--- config.mk ---
export PLATFORM = sky130hd
export DESIGN_NAME = adcts_sequencer
export DESIGN_NICKNAME = d
export VERILOG_FILES = /design/src/rtl/adcts_pkg.sv /design/src/rtl/adcts_divider.sv /design/src/rtl/adcts_sequencer.sv
export SDC_FILE = /design/constraint.sdc
export NUM_CORES = 1
export LEC_CHECK = 0
export BUFFER_PORTS_ARGS = -buffer_cell sky130_fd_sc_hd__buf_2
export CAP_MARGIN = 20
export CORE_MARGIN = 8
export CORE_UTILIZATION = 47
export DETAILED_ROUTE_END_ITERATION = 6
export GPL_ROUTABILITY_DRIVEN = 0
export MAX_ROUTING_LAYER = met4
export PLACE_DENSITY = 0.75
export SLEW_MARGIN = 0
export SYNTH_ARGS = -nofsm -noshare
export SYNTH_HDL_FRONTEND = slang
export SYNTH_SLANG_ARGS = --single-unit
--- constraint.sdc ---
create_clock -name i_clk_sys -period 3.5 [get_ports i_clk_sys]
set_clock_uncertainty 0.2 [all_clocks]
set_input_delay 0.7 -clock i_clk_sys [delete_from_list [all_inputs] [get_ports i_clk_sys]]
set_output_delay 0.7 -clock i_clk_sys [all_outputs]
set_load 0.01 [all_outputs]
--- src/rtl/adcts_pkg.sv ---
// Summary of operation
// - status word 0x38: bit3 timer, bit2 window-done
// - bit1 fifo half full, bit0 external trigger
// - ready flag low while converting, high after
// - reading result low byte clears ready flag
// - conversion finishes within 8 us of trigger
// - external select ignores software and pacer triggers
// - trigger source chosen by control register bits
// - with ext and pacer bits clear, any write to trigger register starts conversion
// - two cascaded counters make periodic pacer triggers
// - burst conversions at base rate over c1
// - scans start at base over c1 times c2
// - sample-hold scan adds one extra tick first
// - hold strobe driven out for external sample-hold
// - burst modes chosen by function register bits
// - external trigger rising edge starts one conversion, or one burst in burst mode
// - transfer method chosen by control register bits
// - interrupt transfer raises request at conversion end
// - bus-master mode queues results into fifo
// - writes to 0x38 set four interrupt enables
package adcts_pkg;
  localparam logic [7:0] OFS_CTRL     = 8'h18;
  localparam logic [7:0] OFS_SWTRIG   = 8'h20;
  localparam logic [7:0] OFS_BURSTNUM = 8'h28;
  localparam logic [7:0] OFS_FUNC     = 8'h30;
  localparam logic [7:0] OFS_IRQ      = 8'h38;
  localparam logic [7:0] OFS_STATUS   = 8'h3C;
  localparam logic [7:0] OFS_RESULT   = 8'h40;
  localparam logic [7:0] OFS_DIV1     = 8'h04;
  localparam logic [7:0] OFS_DIV2     = 8'h08;
  // control register fields
  localparam int CTRL_EXT   = 0;
  localparam int CTRL_PACER = 1;
  localparam int CTRL_INT   = 2;
  localparam int CTRL_DMA   = 3;
  // function register fields
  localparam int FUNC_BS    = 3;
  localparam int FUNC_BURST_MODE  = 4;
  localparam int FUNC_SAMPLE_HOLD = 5;
  // status flag positions, shared with enables
  localparam int IRQ_TIMER  = 3;
  localparam int IRQ_WINDOW = 2;
  localparam int IRQ_HFULL  = 1;
  localparam int IRQ_EXT_DIGITAL = 0;
  localparam int ST_READY   = 0;
  // timing
  localparam int CLK_MHZ      = 10;
  localparam int CONV_MAX_NS  = 8000;
  localparam int CONV_CYCLES  = 60;
  localparam int CONV_LIMIT   = CONV_MAX_NS * CLK_MHZ / 1000;
  // base counter clock 4 MHz from 10 MHz: alternate 2 and 3 cycles
  localparam logic [1:0] BASE_DIV_A = 2'h2;
  localparam logic [1:0] BASE_DIV_B = 2'h3;
  localparam logic [15:0] DIV_RESET = 16'h0004;

  typedef struct packed {
    logic [7:0]  addr;
    logic        wr;
    logic        rd;
    logic [31:0] wdata;
  } adcts_bus_t;

  typedef enum logic [1:0] {XFER_POLL, XFER_INT, XFER_DMA} adcts_xfer_t;
endpackage : adcts_pkg

--- src/rtl/adcts_divider.sv ---
`timescale 1ns/1ps
`default_nettype none
// programmable divider: one-cycle pulse every div input ticks
module adcts_divider #(
  parameter int W = 16
) (
  input  wire logic         i_clk_sys,
  input  wire logic         i_reset_n,
  input  wire logic         i_tick,
  input  wire logic         i_clear,
  input  wire logic [W-1:0] i_div,
  output logic              o_pulse
);
  logic [W-1:0] cnt_r;
  logic [W-1:0] cnt_nxt;
  logic         wrap;

  // a divisor of zero acts as one so the pacer never stalls
  assign wrap    = i_tick && (cnt_r + W'(1) >= i_div);
  assign cnt_nxt = i_clear ? '0 : wrap ? '0 : i_tick ? cnt_r + W'(1) : cnt_r;

  always_ff @(posedge i_clk_sys or negedge i_reset_n) begin
    if (!i_reset_n) begin
      cnt_r   <= '0;
      o_pulse <= 1'b0;
    end else begin
      cnt_r   <= cnt_nxt;
      o_pulse <= wrap && !i_clear;
    end
  end
endmodule : adcts_divider
`default_nettype wire

--- src/rtl/adcts_sequencer.sv ---
`timescale 1ns/1ps
`default_nettype none
module adcts_sequencer #(
  parameter int DW = 16,
  parameter int NW = 8
) (
  input  wire logic               i_clk_sys,
  input  wire logic               i_reset_n,
  input  wire adcts_pkg::adcts_bus_t i_bus,
  output logic [31:0]             o_rdata,
  input  wire logic               i_external_trigger_input,
  input  wire logic               i_conv_done,
  input  wire logic [15:0]        i_conv_data,
  input  wire logic               i_timer_event,
  input  wire logic               i_window_done,
  input  wire logic               i_fifo_half_full,
  input  wire logic               i_ext_digital_trigger,
  input  wire logic               i_fifo_ready,
  output logic                    o_conv_start,
  output logic                    o_hold_strobe,
  output logic                    o_fifo_valid,
  output logic [15:0]             o_fifo_data,
  output logic                    o_irq
);
  typedef enum logic [1:0] {S_IDLE, S_HOLD, S_CONV, S_WAIT} adcts_state_t;

  logic [3:0]  ctrl_r;
  logic [5:0]  func_r;
  logic [3:0]  irq_en_r;
  logic [3:0]  flags_r;
  logic [3:0]  flags_nxt;
  logic [DW-1:0] div1_r;
  logic [DW-1:0] div2_r;
  logic [NW-1:0] burst_num_r;
  logic [NW-1:0] chan_left_r;
  logic [15:0] result_r;
  logic        ready_r;
  logic        conv_irq_r;
  logic [6:0]  conv_cnt_r;
  logic [1:0]  base_cnt_r;
  logic        base_phase_r;
  logic        base_tick;
  logic        c1_pulse;
  logic        c2_pulse;
  logic [2:0]  ext_sync_r;
  logic [3:0]  ev_meta_r;
  logic [3:0]  ev_sync_r;
  logic [3:0]  ev_prev_r;
  logic        conv_meta_r;
  logic        conv_sync_r;
  logic        conv_prev_r;
  adcts_state_t state_r;
  adcts_state_t state_nxt;

  wire sel_ext    = ctrl_r[adcts_pkg::CTRL_EXT];
  wire sel_pacer  = ctrl_r[adcts_pkg::CTRL_PACER];
  wire burst_on   = func_r[adcts_pkg::FUNC_BURST_MODE] && func_r[adcts_pkg::FUNC_BS];
  wire burst_hold = burst_on && func_r[adcts_pkg::FUNC_SAMPLE_HOLD];
  wire wr_ctrl    = i_bus.wr && i_bus.addr == adcts_pkg::OFS_CTRL;
  wire wr_func    = i_bus.wr && i_bus.addr == adcts_pkg::OFS_FUNC;
  wire wr_irq     = i_bus.wr && i_bus.addr == adcts_pkg::OFS_IRQ;
  wire wr_swtrig  = i_bus.wr && i_bus.addr == adcts_pkg::OFS_SWTRIG;
  wire wr_bnum    = i_bus.wr && i_bus.addr == adcts_pkg::OFS_BURSTNUM;
  wire wr_div1    = i_bus.wr && i_bus.addr == adcts_pkg::OFS_DIV1;
  wire wr_div2    = i_bus.wr && i_bus.addr == adcts_pkg::OFS_DIV2;
  wire rd_irq     = i_bus.rd && i_bus.addr == adcts_pkg::OFS_IRQ;
  wire rd_result  = i_bus.rd && i_bus.addr == adcts_pkg::OFS_RESULT;
  wire ext_rise   = ext_sync_r[1] && !ext_sync_r[2];
  wire conv_end   = conv_sync_r && !conv_prev_r;
  wire [3:0] ev_rise = ev_sync_r & ~ev_prev_r;
  // external select masks both internal sources
  wire sw_trig    = !sel_ext && !sel_pacer && wr_swtrig;
  wire pace_trig  = !sel_ext && sel_pacer && c2_pulse;
  wire ext_trig   = sel_ext && ext_rise;
  wire trig       = sw_trig || pace_trig || ext_trig;
  wire busy       = state_r != S_IDLE;
  wire conv_tick  = burst_on ? c1_pulse : 1'b1;
  adcts_pkg::adcts_xfer_t xfer;
  assign xfer = ctrl_r[adcts_pkg::CTRL_DMA] ? adcts_pkg::XFER_DMA :
                ctrl_r[adcts_pkg::CTRL_INT] ? adcts_pkg::XFER_INT :
                                              adcts_pkg::XFER_POLL;

  // 4 MHz base from 10 MHz: periods of 2 and 3 clocks alternate
  assign base_tick = base_cnt_r == (base_phase_r ? adcts_pkg::BASE_DIV_B
                                                 : adcts_pkg::BASE_DIV_A) - 2'h1;

  adcts_divider #(.W(DW)) u_div1 (
    .i_clk_sys (i_clk_sys),
    .i_reset_n (i_reset_n),
    .i_tick    (base_tick),
    .i_clear   (wr_div1),
    .i_div     (div1_r),
    .o_pulse   (c1_pulse)
  );
  adcts_divider #(.W(DW)) u_div2 (
    .i_clk_sys (i_clk_sys),
    .i_reset_n (i_reset_n),
    .i_tick    (c1_pulse),
    .i_clear   (wr_div2),
    .i_div     (div2_r),
    .o_pulse   (c2_pulse)
  );

  // flags: a new event wins over a clearing read
  assign flags_nxt = (rd_irq ? 4'h0 : flags_r) | ev_rise;

  always_comb begin
    state_nxt = state_r;
    unique case (state_r)
      S_IDLE: if (trig) state_nxt = burst_hold ? S_HOLD : S_CONV;
      S_HOLD: if (c1_pulse) state_nxt = S_CONV;
      S_CONV: if (conv_tick) state_nxt = S_WAIT;
      S_WAIT: if (conv_end || conv_cnt_r == 7'(adcts_pkg::CONV_CYCLES)) begin
        state_nxt = (burst_on && chan_left_r > NW'(1)) ? S_CONV : S_IDLE;
      end
    endcase
  end

  always_ff @(posedge i_clk_sys or negedge i_reset_n) begin
    if (!i_reset_n) begin
      ext_sync_r  <= 3'h0;
      ev_meta_r   <= 4'h0;
      ev_sync_r   <= 4'h0;
      ev_prev_r   <= 4'h0;
      conv_meta_r <= 1'b0;
      conv_sync_r <= 1'b0;
      conv_prev_r <= 1'b0;
    end else begin
      ext_sync_r  <= {ext_sync_r[1:0], i_external_trigger_input};
      ev_meta_r   <= {i_timer_event, i_window_done, i_fifo_half_full, i_ext_digital_trigger};
      ev_sync_r   <= ev_meta_r;
      ev_prev_r   <= ev_sync_r;
      conv_meta_r <= i_conv_done;
      conv_sync_r <= conv_meta_r;
      conv_prev_r <= conv_sync_r;
    end
  end

  always_ff @(posedge i_clk_sys or negedge i_reset_n) begin
    if (!i_reset_n) begin
      ctrl_r      <= 4'h0;
      func_r      <= 6'h00;
      irq_en_r    <= 4'h0;
      flags_r     <= 4'h0;
      div1_r      <= DW'(adcts_pkg::DIV_RESET);
      div2_r      <= DW'(adcts_pkg::DIV_RESET);
      burst_num_r <= NW'(1);
    end else begin
      if (wr_ctrl) ctrl_r <= i_bus.wdata[3:0];
      if (wr_func) func_r <= i_bus.wdata[5:0];
      if (wr_irq)  irq_en_r <= i_bus.wdata[3:0];
      if (wr_div1) div1_r <= i_bus.wdata[DW-1:0];
      if (wr_div2) div2_r <= i_bus.wdata[DW-1:0];
      if (wr_bnum) burst_num_r <= i_bus.wdata[NW-1:0];
      flags_r <= flags_nxt;
    end
  end

  always_ff @(posedge i_clk_sys or negedge i_reset_n) begin
    if (!i_reset_n) begin
      base_cnt_r   <= 2'h0;
      base_phase_r <= 1'b0;
      state_r      <= S_IDLE;
      conv_cnt_r   <= 7'h00;
      chan_left_r  <= '0;
    end else begin
      base_cnt_r   <= base_tick ? 2'h0 : base_cnt_r + 2'h1;
      base_phase_r <= base_tick ? !base_phase_r : base_phase_r;
      state_r      <= state_nxt;
      conv_cnt_r   <= (state_r == S_WAIT) ? conv_cnt_r + 7'h01 : 7'h00;
      if (state_r == S_IDLE && trig) chan_left_r <= burst_num_r;
      else if (state_r == S_WAIT && state_nxt != S_WAIT) chan_left_r <= chan_left_r - NW'(1);
    end
  end

  // conversion completes on the converter's done or the timeout cap
  wire conv_fin = state_r == S_WAIT && state_nxt != S_WAIT;

  always_ff @(posedge i_clk_sys or negedge i_reset_n) begin
    if (!i_reset_n) begin
      ready_r       <= 1'b0;
      result_r      <= 16'h0000;
      o_conv_start  <= 1'b0;
      o_hold_strobe <= 1'b0;
      o_fifo_valid  <= 1'b0;
      o_fifo_data   <= 16'h0000;
      conv_irq_r    <= 1'b0;
      o_rdata       <= 32'h0000_0000;
    end else begin
      // finish wins over the clearing read of the low byte
      if (state_r == S_CONV || conv_fin) ready_r <= conv_fin;
      else if (rd_result) ready_r <= 1'b0;
      if (conv_fin) result_r <= i_conv_data;
      o_conv_start  <= state_r == S_CONV && conv_tick;
      o_hold_strobe <= state_r == S_HOLD;
      // fifo side stalls only via ready; no buffer is kept here
      if (conv_fin && xfer == adcts_pkg::XFER_DMA) begin
        o_fifo_valid <= 1'b1;
        o_fifo_data  <= i_conv_data;
      end else if (i_fifo_ready) o_fifo_valid <= 1'b0;
      if (conv_fin && xfer == adcts_pkg::XFER_INT) conv_irq_r <= 1'b1;
      else if (rd_result) conv_irq_r <= 1'b0;
      unique case (i_bus.addr)
        adcts_pkg::OFS_IRQ:    o_rdata <= {28'h0, flags_r};
        adcts_pkg::OFS_STATUS: o_rdata <= {30'h0, busy, ready_r};
        adcts_pkg::OFS_RESULT: o_rdata <= {16'h0, result_r};
        default:               o_rdata <= 32'h0000_0000;
      endcase
    end
  end

  assign o_irq = |(flags_r & irq_en_r) || conv_irq_r;
endmodule : adcts_sequencer
`default_nettype wire

Word level (Yosys, flattened, before mapping)
Index checks and enable logic that the tools add are counted.

Register bits after elaboration: 199. Latch bits: 0. Memory bits (writable): 0. Bits in read-only memories: 0. Bits of input ports: 67. Output and inout port bits: 52. Logic and storage cells: 138. Memories: 0.

Add/subtract/negate cells: 6. Multiply operators: 0. Divide/modulo/power cells: 0. $lt $le $gt $ge: 3. Eq/ne operators: 17. Shift-type cells: 0. Muxes and demuxes: 28. Bitwise logic cells: 4. Reductions and logical operators: 49.

Operators with widths (count): two-way mux 16 bit (6); case mux 16 bit (3 select lines) (1); == test 8 x 6 -> 1 bit (second input constant) (5); adder 16 x 1 -> 16 bit (second input constant) (2); >= comparator 16 bit (2); logical AND 1 bit (28); two-way mux 2 bit (8); two-way mux 8 bit (2); nonzero test 2 bit (5); bitwise AND 4 bit (2); == test 8 x 3 -> 1 bit (second input constant) (1); == test 8 x 4 -> 1 bit (second input constant) (1); == test 8 x 5 -> 1 bit (second input constant) (1); == test 8 x 7 -> 1 bit (second input constant) (1); greater-than comparator 8 x 1 -> 1 bit (second input constant) (1); two-way mux 1 bit (8); case mux 2 bit (4 select lines) (1); subtractor 8 x 1 -> 8 bit (second input constant) (1); adder 7 x 1 -> 7 bit (second input constant) (1); == test 7 x 6 -> 1 bit (second input constant) (1); zero test 1 bit (7); two-way mux 7 bit (1); == test 2 bit (second input constant) (3); nonzero test 3 bit (2); other kinds (11) (16).

Logic depth before layout (Yosys ltp)
Depth in word-level cells: 11. Mapped depth: 15. Gate-level depth less buffers: 13.

Modules after synthesis
Synthesis repeated with hierarchy kept, for this count alone.

Cells, all modules: 782. Area, all modules: 8728.4 sq um.

By module, submodules not included: adcts_sequencer (times used 1, cells each 446, area each 5770.5 sq um, sequential area each 3657.3 sq um); adcts_divider (times used 2, cells each 168, area each 1478.9 sq um, sequential area each 425.4 sq um).

Worst setup path before layout
Ideal clock, no wire load.

Path type: register to register. Start: reg u_div1.cnt_r[0]. End: reg u_div1.cnt_r[3]. Setup time: 0.121 ns. Arrival time: 3.271 ns. Required time: 3.179 ns. Setup slack: -0.092 ns. Cell stages (with the launch flop): 15. Buffers on the path: 2. Clock period less this slack: 3.592 ns. Cell sequence: dfrtp_1 > ha_1 > nand2_1 > nor2_2 > nand3_1 > or3_1 > xnor2_1 > ha_1 > nand4_2 > nor3_2 > or4b_4 > and4b_1 > buf_6 > buf_6 > a22o_1.

Cells in the longest elaborated chain, start to end: 5. Elaborated cells on any way between the ends: 7. Those cells by class: add/sub (1); order compare (1); mux (3); reduce/logical (2).

Ends and longest elaborated chain: from (decl) (line adcts_divider.sv:14) `logic [W-1:0] cnt_r;`; from (signal assigned) (line adcts_divider.sv:27) `cnt_r <= cnt_nxt;`; adder 16 x 1 -> 16 bit * (line adcts_divider.sv:19, adcts_divider.sv:20); >= comparator 16 bit (line adcts_divider.sv:19) `assign wrap = i_tick && (cnt_r + W'(1) >= i_div);`; logical AND 1 bit (line adcts_divider.sv:19); two-way mux 16 bit (2 in a row) (line adcts_divider.sv:20) `assign cnt_nxt = i_clear ? '0 : wrap ? '0 : i_tick ? cnt_r + W'(1) : cnt_r;`.

Mark *: on every way between the ends. The rest lies on a longest branch, timed or not. The select of a mux whose other input is x is not followed. A chain may end at the register's enable or synchronous reset.

Final worst setup path
Start: reg u_div1.cnt_r[1]. End: reg u_div1.cnt_r[3].

Same word-level chain as after synthesis.

==> impl_metrics.csv <==
group,metric,value,unit
synth,yosys_register_bits,180,
drt,drt_wl_total,18.4,mm
cells_and_area,layout-drive-gt1-share,0.310,
flow_run,timing.max_cap.violations,0,
worst_setup_path,r2r_end,"u_div1.cnt_r[3]",
drt,postRouteAntennaNets,0,
cells_and_area,layout_commonest_cell,"dfrtp_1",
floorplan,dieArea,22700,sq um
power_and_ir_drop,power,5.64,mW
drt,wl_per_cell,16.3,um
power_and_ir_drop,leakage,4.97,nW
placed_design,port_buffers,86,
floorplan,die_h,151,um
synth,synth_top_area_share,0.519,
sta,tightest_slew,0.797,ns
synth,synth-edff-count,0,
clock_network,ctsHoldBuffers,0,
worst_setup_path,cp.arrival,3.59,ns
worst_setup_path,r2r_slack,0.02,ns
grt,grt_pass1_vias,6232,
synth,synth_cells,758,
sta,slew_violations,0,
worst_setup_path,r2r_start,"u_div1.cnt_r[1]",
synth,yosysWarnings,0,
grt,grt_pass1_wl,30.2,mm
drt,num_vias,6033,
outcome,status,"completed",
drt,vias_per_cell,5.34,
cells_and_area,antenna_cells,0,
sta,min_period_over_period,0.995,
synth,ys.flop_type,"dfrtp_1",
power_and_ir_drop,ir_worst_vdd,357,uV
synth,yosys-top-cells-area,"dfrtp_1 52%, mux2_2 9.2%, ha_1 5.6%, o21ai_0 2.5%, inv_1 2.3%",
synth,mappedNetlistArea,8540,sq um
clock_network,clk_pin_slew,0.06,ns
synth,avgSynthCellArea,11.3,sq um
clock_network,root_buffer,"clkbuf_16",
grt,antenna_found_initial,0,
clock_network,cts-htree-levels,4,
worst_setup_path,crit_type,"register to register",
sta,fmax,287,MHz
sta,hold_viol,0,
floorplan,start_util,0.477,
grt,globalRoute.totalOverflow,0,
worst_setup_path,cp_max_fo,6,
grt,gr-usage-met2,0.289,
synth,yosysTopAreaCell,"dfrtp_1",
grt,grt_max_degree,72,
clock_network,clk_path_buf_depth,2,
sta,fin_setup_tns,0,ns
min_path,hold_path.class,"input pin to async pin",
floorplan,pin_count,119,
sta,grt_setup_unrepaired,"yes",
floorplan,fp-row-count,49,
worst_setup_path,worst_setup_path_end_kind,"register",
clock_network,numCtsBuffers,17,
drt,firstDrtPassIters,4,
drt,drt_iter0_drc,346,
cells_and_area,nets,994,
clock_network,cts.sinks,180,
synth,synth-seq-area-share,0.528,
placed_design,post-place-cells,1089,
grt,grt_busiest_layer,"met2",
cells_and_area,layoutNonFillerInstCount,1130,
floorplan,core,17900,sq um
synth,yosysUniqueCellTypes,64,
cells_and_area,final_cell_mix,"174 x dfrtp_1, 85 x buf_2, 70 x mux2_2, 52 x inv_1, 46 x buf_4",
placed_design,dp_hpwl,13.0,mm
sta,setup_viol,0,
clock_network,clock_latency,0.42,ns
drt,drcViolationCount,0,
grt,grt_util_all_layers,0.172,
worst_setup_path,critPathRequiredTime,3.61,ns
grt,use_met1,0.205,
floorplan,die_width,151,um
clock_network,cts_tree,"built",
sta,relSlewSlack,0.467,
cells_and_area,areaGrowthSynthToFinish,18.7,%
synth,ys_async_sr_fraction,1.00,
grt,grtUsageMet3,0.0299,
power_and_ir_drop,powerDensity,556,nW/um^2
worst_setup_path,ff2ff_path_depth,13,
cells_and_area,fin_util,0.566,
worst_setup_path,worstSetupStartpointType,"register",
sta,finalCriticalPeriod,3.48,ns
==> Yosys cell counts (4+ instances only) <==
| cell type | count |
|---|---|
| mux2_2 | 70 |
| and4_1 | 5 |
| nand4_1 | 8 |
| and2_1 | 18 |
| o21ai_0 | 42 |
| buf_2 | 6 |
| and3_1 | 9 |
| nor2b_1 | 5 |
| a21oi_1 | 34 |
| clkbuf_1 | 13 |
| a21o_1 | 6 |
| nand2b_1 | 11 |
| xor2_1 | 19 |
| ha_1 | 38 |
| nand2_1 | 46 |
| a31oi_1 | 7 |
| inv_1 | 52 |
| nand4b_1 | 4 |
| nor3b_1 | 4 |
| or3_1 | 10 |
| nor3_1 | 9 |
| buf_6 | 5 |
| nand3_1 | 23 |
| buf_4 | 16 |
| dfrtp_1 | 177 |
| xnor2_1 | 19 |
| nor2_1 | 35 |
| a22o_1 | 15 |
==> area by class of cell <==
type | count | area [sq um]
Sequential cell | 180 | 4510
Clock buffer | 22 | 454
Tap cell | 229 | 287
Timing Repair Buffer | 136 | 836
Fill cell | 1510 | 7760
Inverter | 52 | 195
Clock inverter | 9 | 75.1
Multi-Input combinational cell | 502 | 3780
==> worst max-delay path by stage <==
stage,from,endpoint,slack (ns)
after global routing,u_div1.cnt_r[0],u_div1.cnt_r[3],-0.1
after CTS,u_div1.cnt_r[3],u_div1.cnt_r[8],0.007
after global placement,u_div1.cnt_r[1],u_div1.cnt_r[13],0.009
after floorplan,u_div1.cnt_r[0],u_div1.cnt_r[1],0.003
after detailed placement,u_div1.cnt_r[1],u_div1.cnt_r[8],-0.07
final,u_div1.cnt_r[1],u_div1.cnt_r[3],0.02
==> critical path: stages, from the launching register on <==
cell	delay [ns]
dfrtp_1	0.40
ha_4	0.17
nand2_4	0.05
nor2_4	0.13
nand3_2	0.09
or3_4	0.36
xnor2_2	0.14
ha_1	0.34
nand4_4	0.11
nor3_4	0.21
or4b_4	0.50
and4b_4	0.27
buf_4	0.15
a22o_1	0.23
==> what timing repair did <==
| item | in CTS | in global routing |
|---|---|---|
| cloned | 0 | 1 |
| gates resized for setup | 5 | 32 |
| pin swaps | 2 | 14 |
| setup endpoints to repair | 15 | 28 |
| buffers inserted | 0 | 9 |
==> through the flow <==
stage,cell area (sq um),hold WS [ns],setup slack [ns]
final,10100,0.0944,0.0165
after global routing,10100,0.139,-0.0968
after CTS,9960,0.118,0.00671
after detailed placement,9410,0.137,-0.0681
after global placement,9410,0.133,0.00877
after floorplan,8620,0.131,0.00274
==> per-layer routing <==
layer	vias to the layer above	wire length (um)
met4	0	388
met5	-	0
met2	97	9410
met3	35	442
li1	2890	-
met1	3011	8210
==> sequential cells by signal, summed over array words and instances (netlist names), 2 cells and up <==
register,cells
base_cnt_r,2
burst_num_r,8
chan_left_r,8
conv_cnt_r,7
ctrl_r,4
div1_r,16
div2_r,16
ev_meta_r,4
ev_prev_r,4
ev_sync_r,4
ext_sync_r,3
flags_r,4
func_r,3
irq_en_r,4
o_fifo_data,16
o_rdata,16
result_r,16
state_r,2
u_div1.cnt_r,16
u_div2.cnt_r,16
==> cell families (layout without fill, tap and decap cells) <==
group	count (synthesis)	count (layout)	share of synthesized area
xor gates and xnor gates	38	38	0.0390
and+or+nand+nor	210	211	0.136
other	1	16	0.000439
muxes	72	72	0.0952
AOI/OAI and AO/OA	127	127	0.0927
buffers and inverters	92	219	0.0527
DFF	180	180	0.528
adders and majority gates	38	38	0.0557
==> report_power, final <==
| group | leakage (nW) | internal, mW | total, mW | switching, mW |
|---|---|---|---|---|
| clock network | 0.247 | 0.932 | 1.73 | 0.798 |
| logic | 2.53 | 0.630 | 1.28 | 0.654 |
| registers | 2.20 | 2.40 | 2.62 | 0.228 |
No activity file was read; power rests on OpenSTA's default activity.
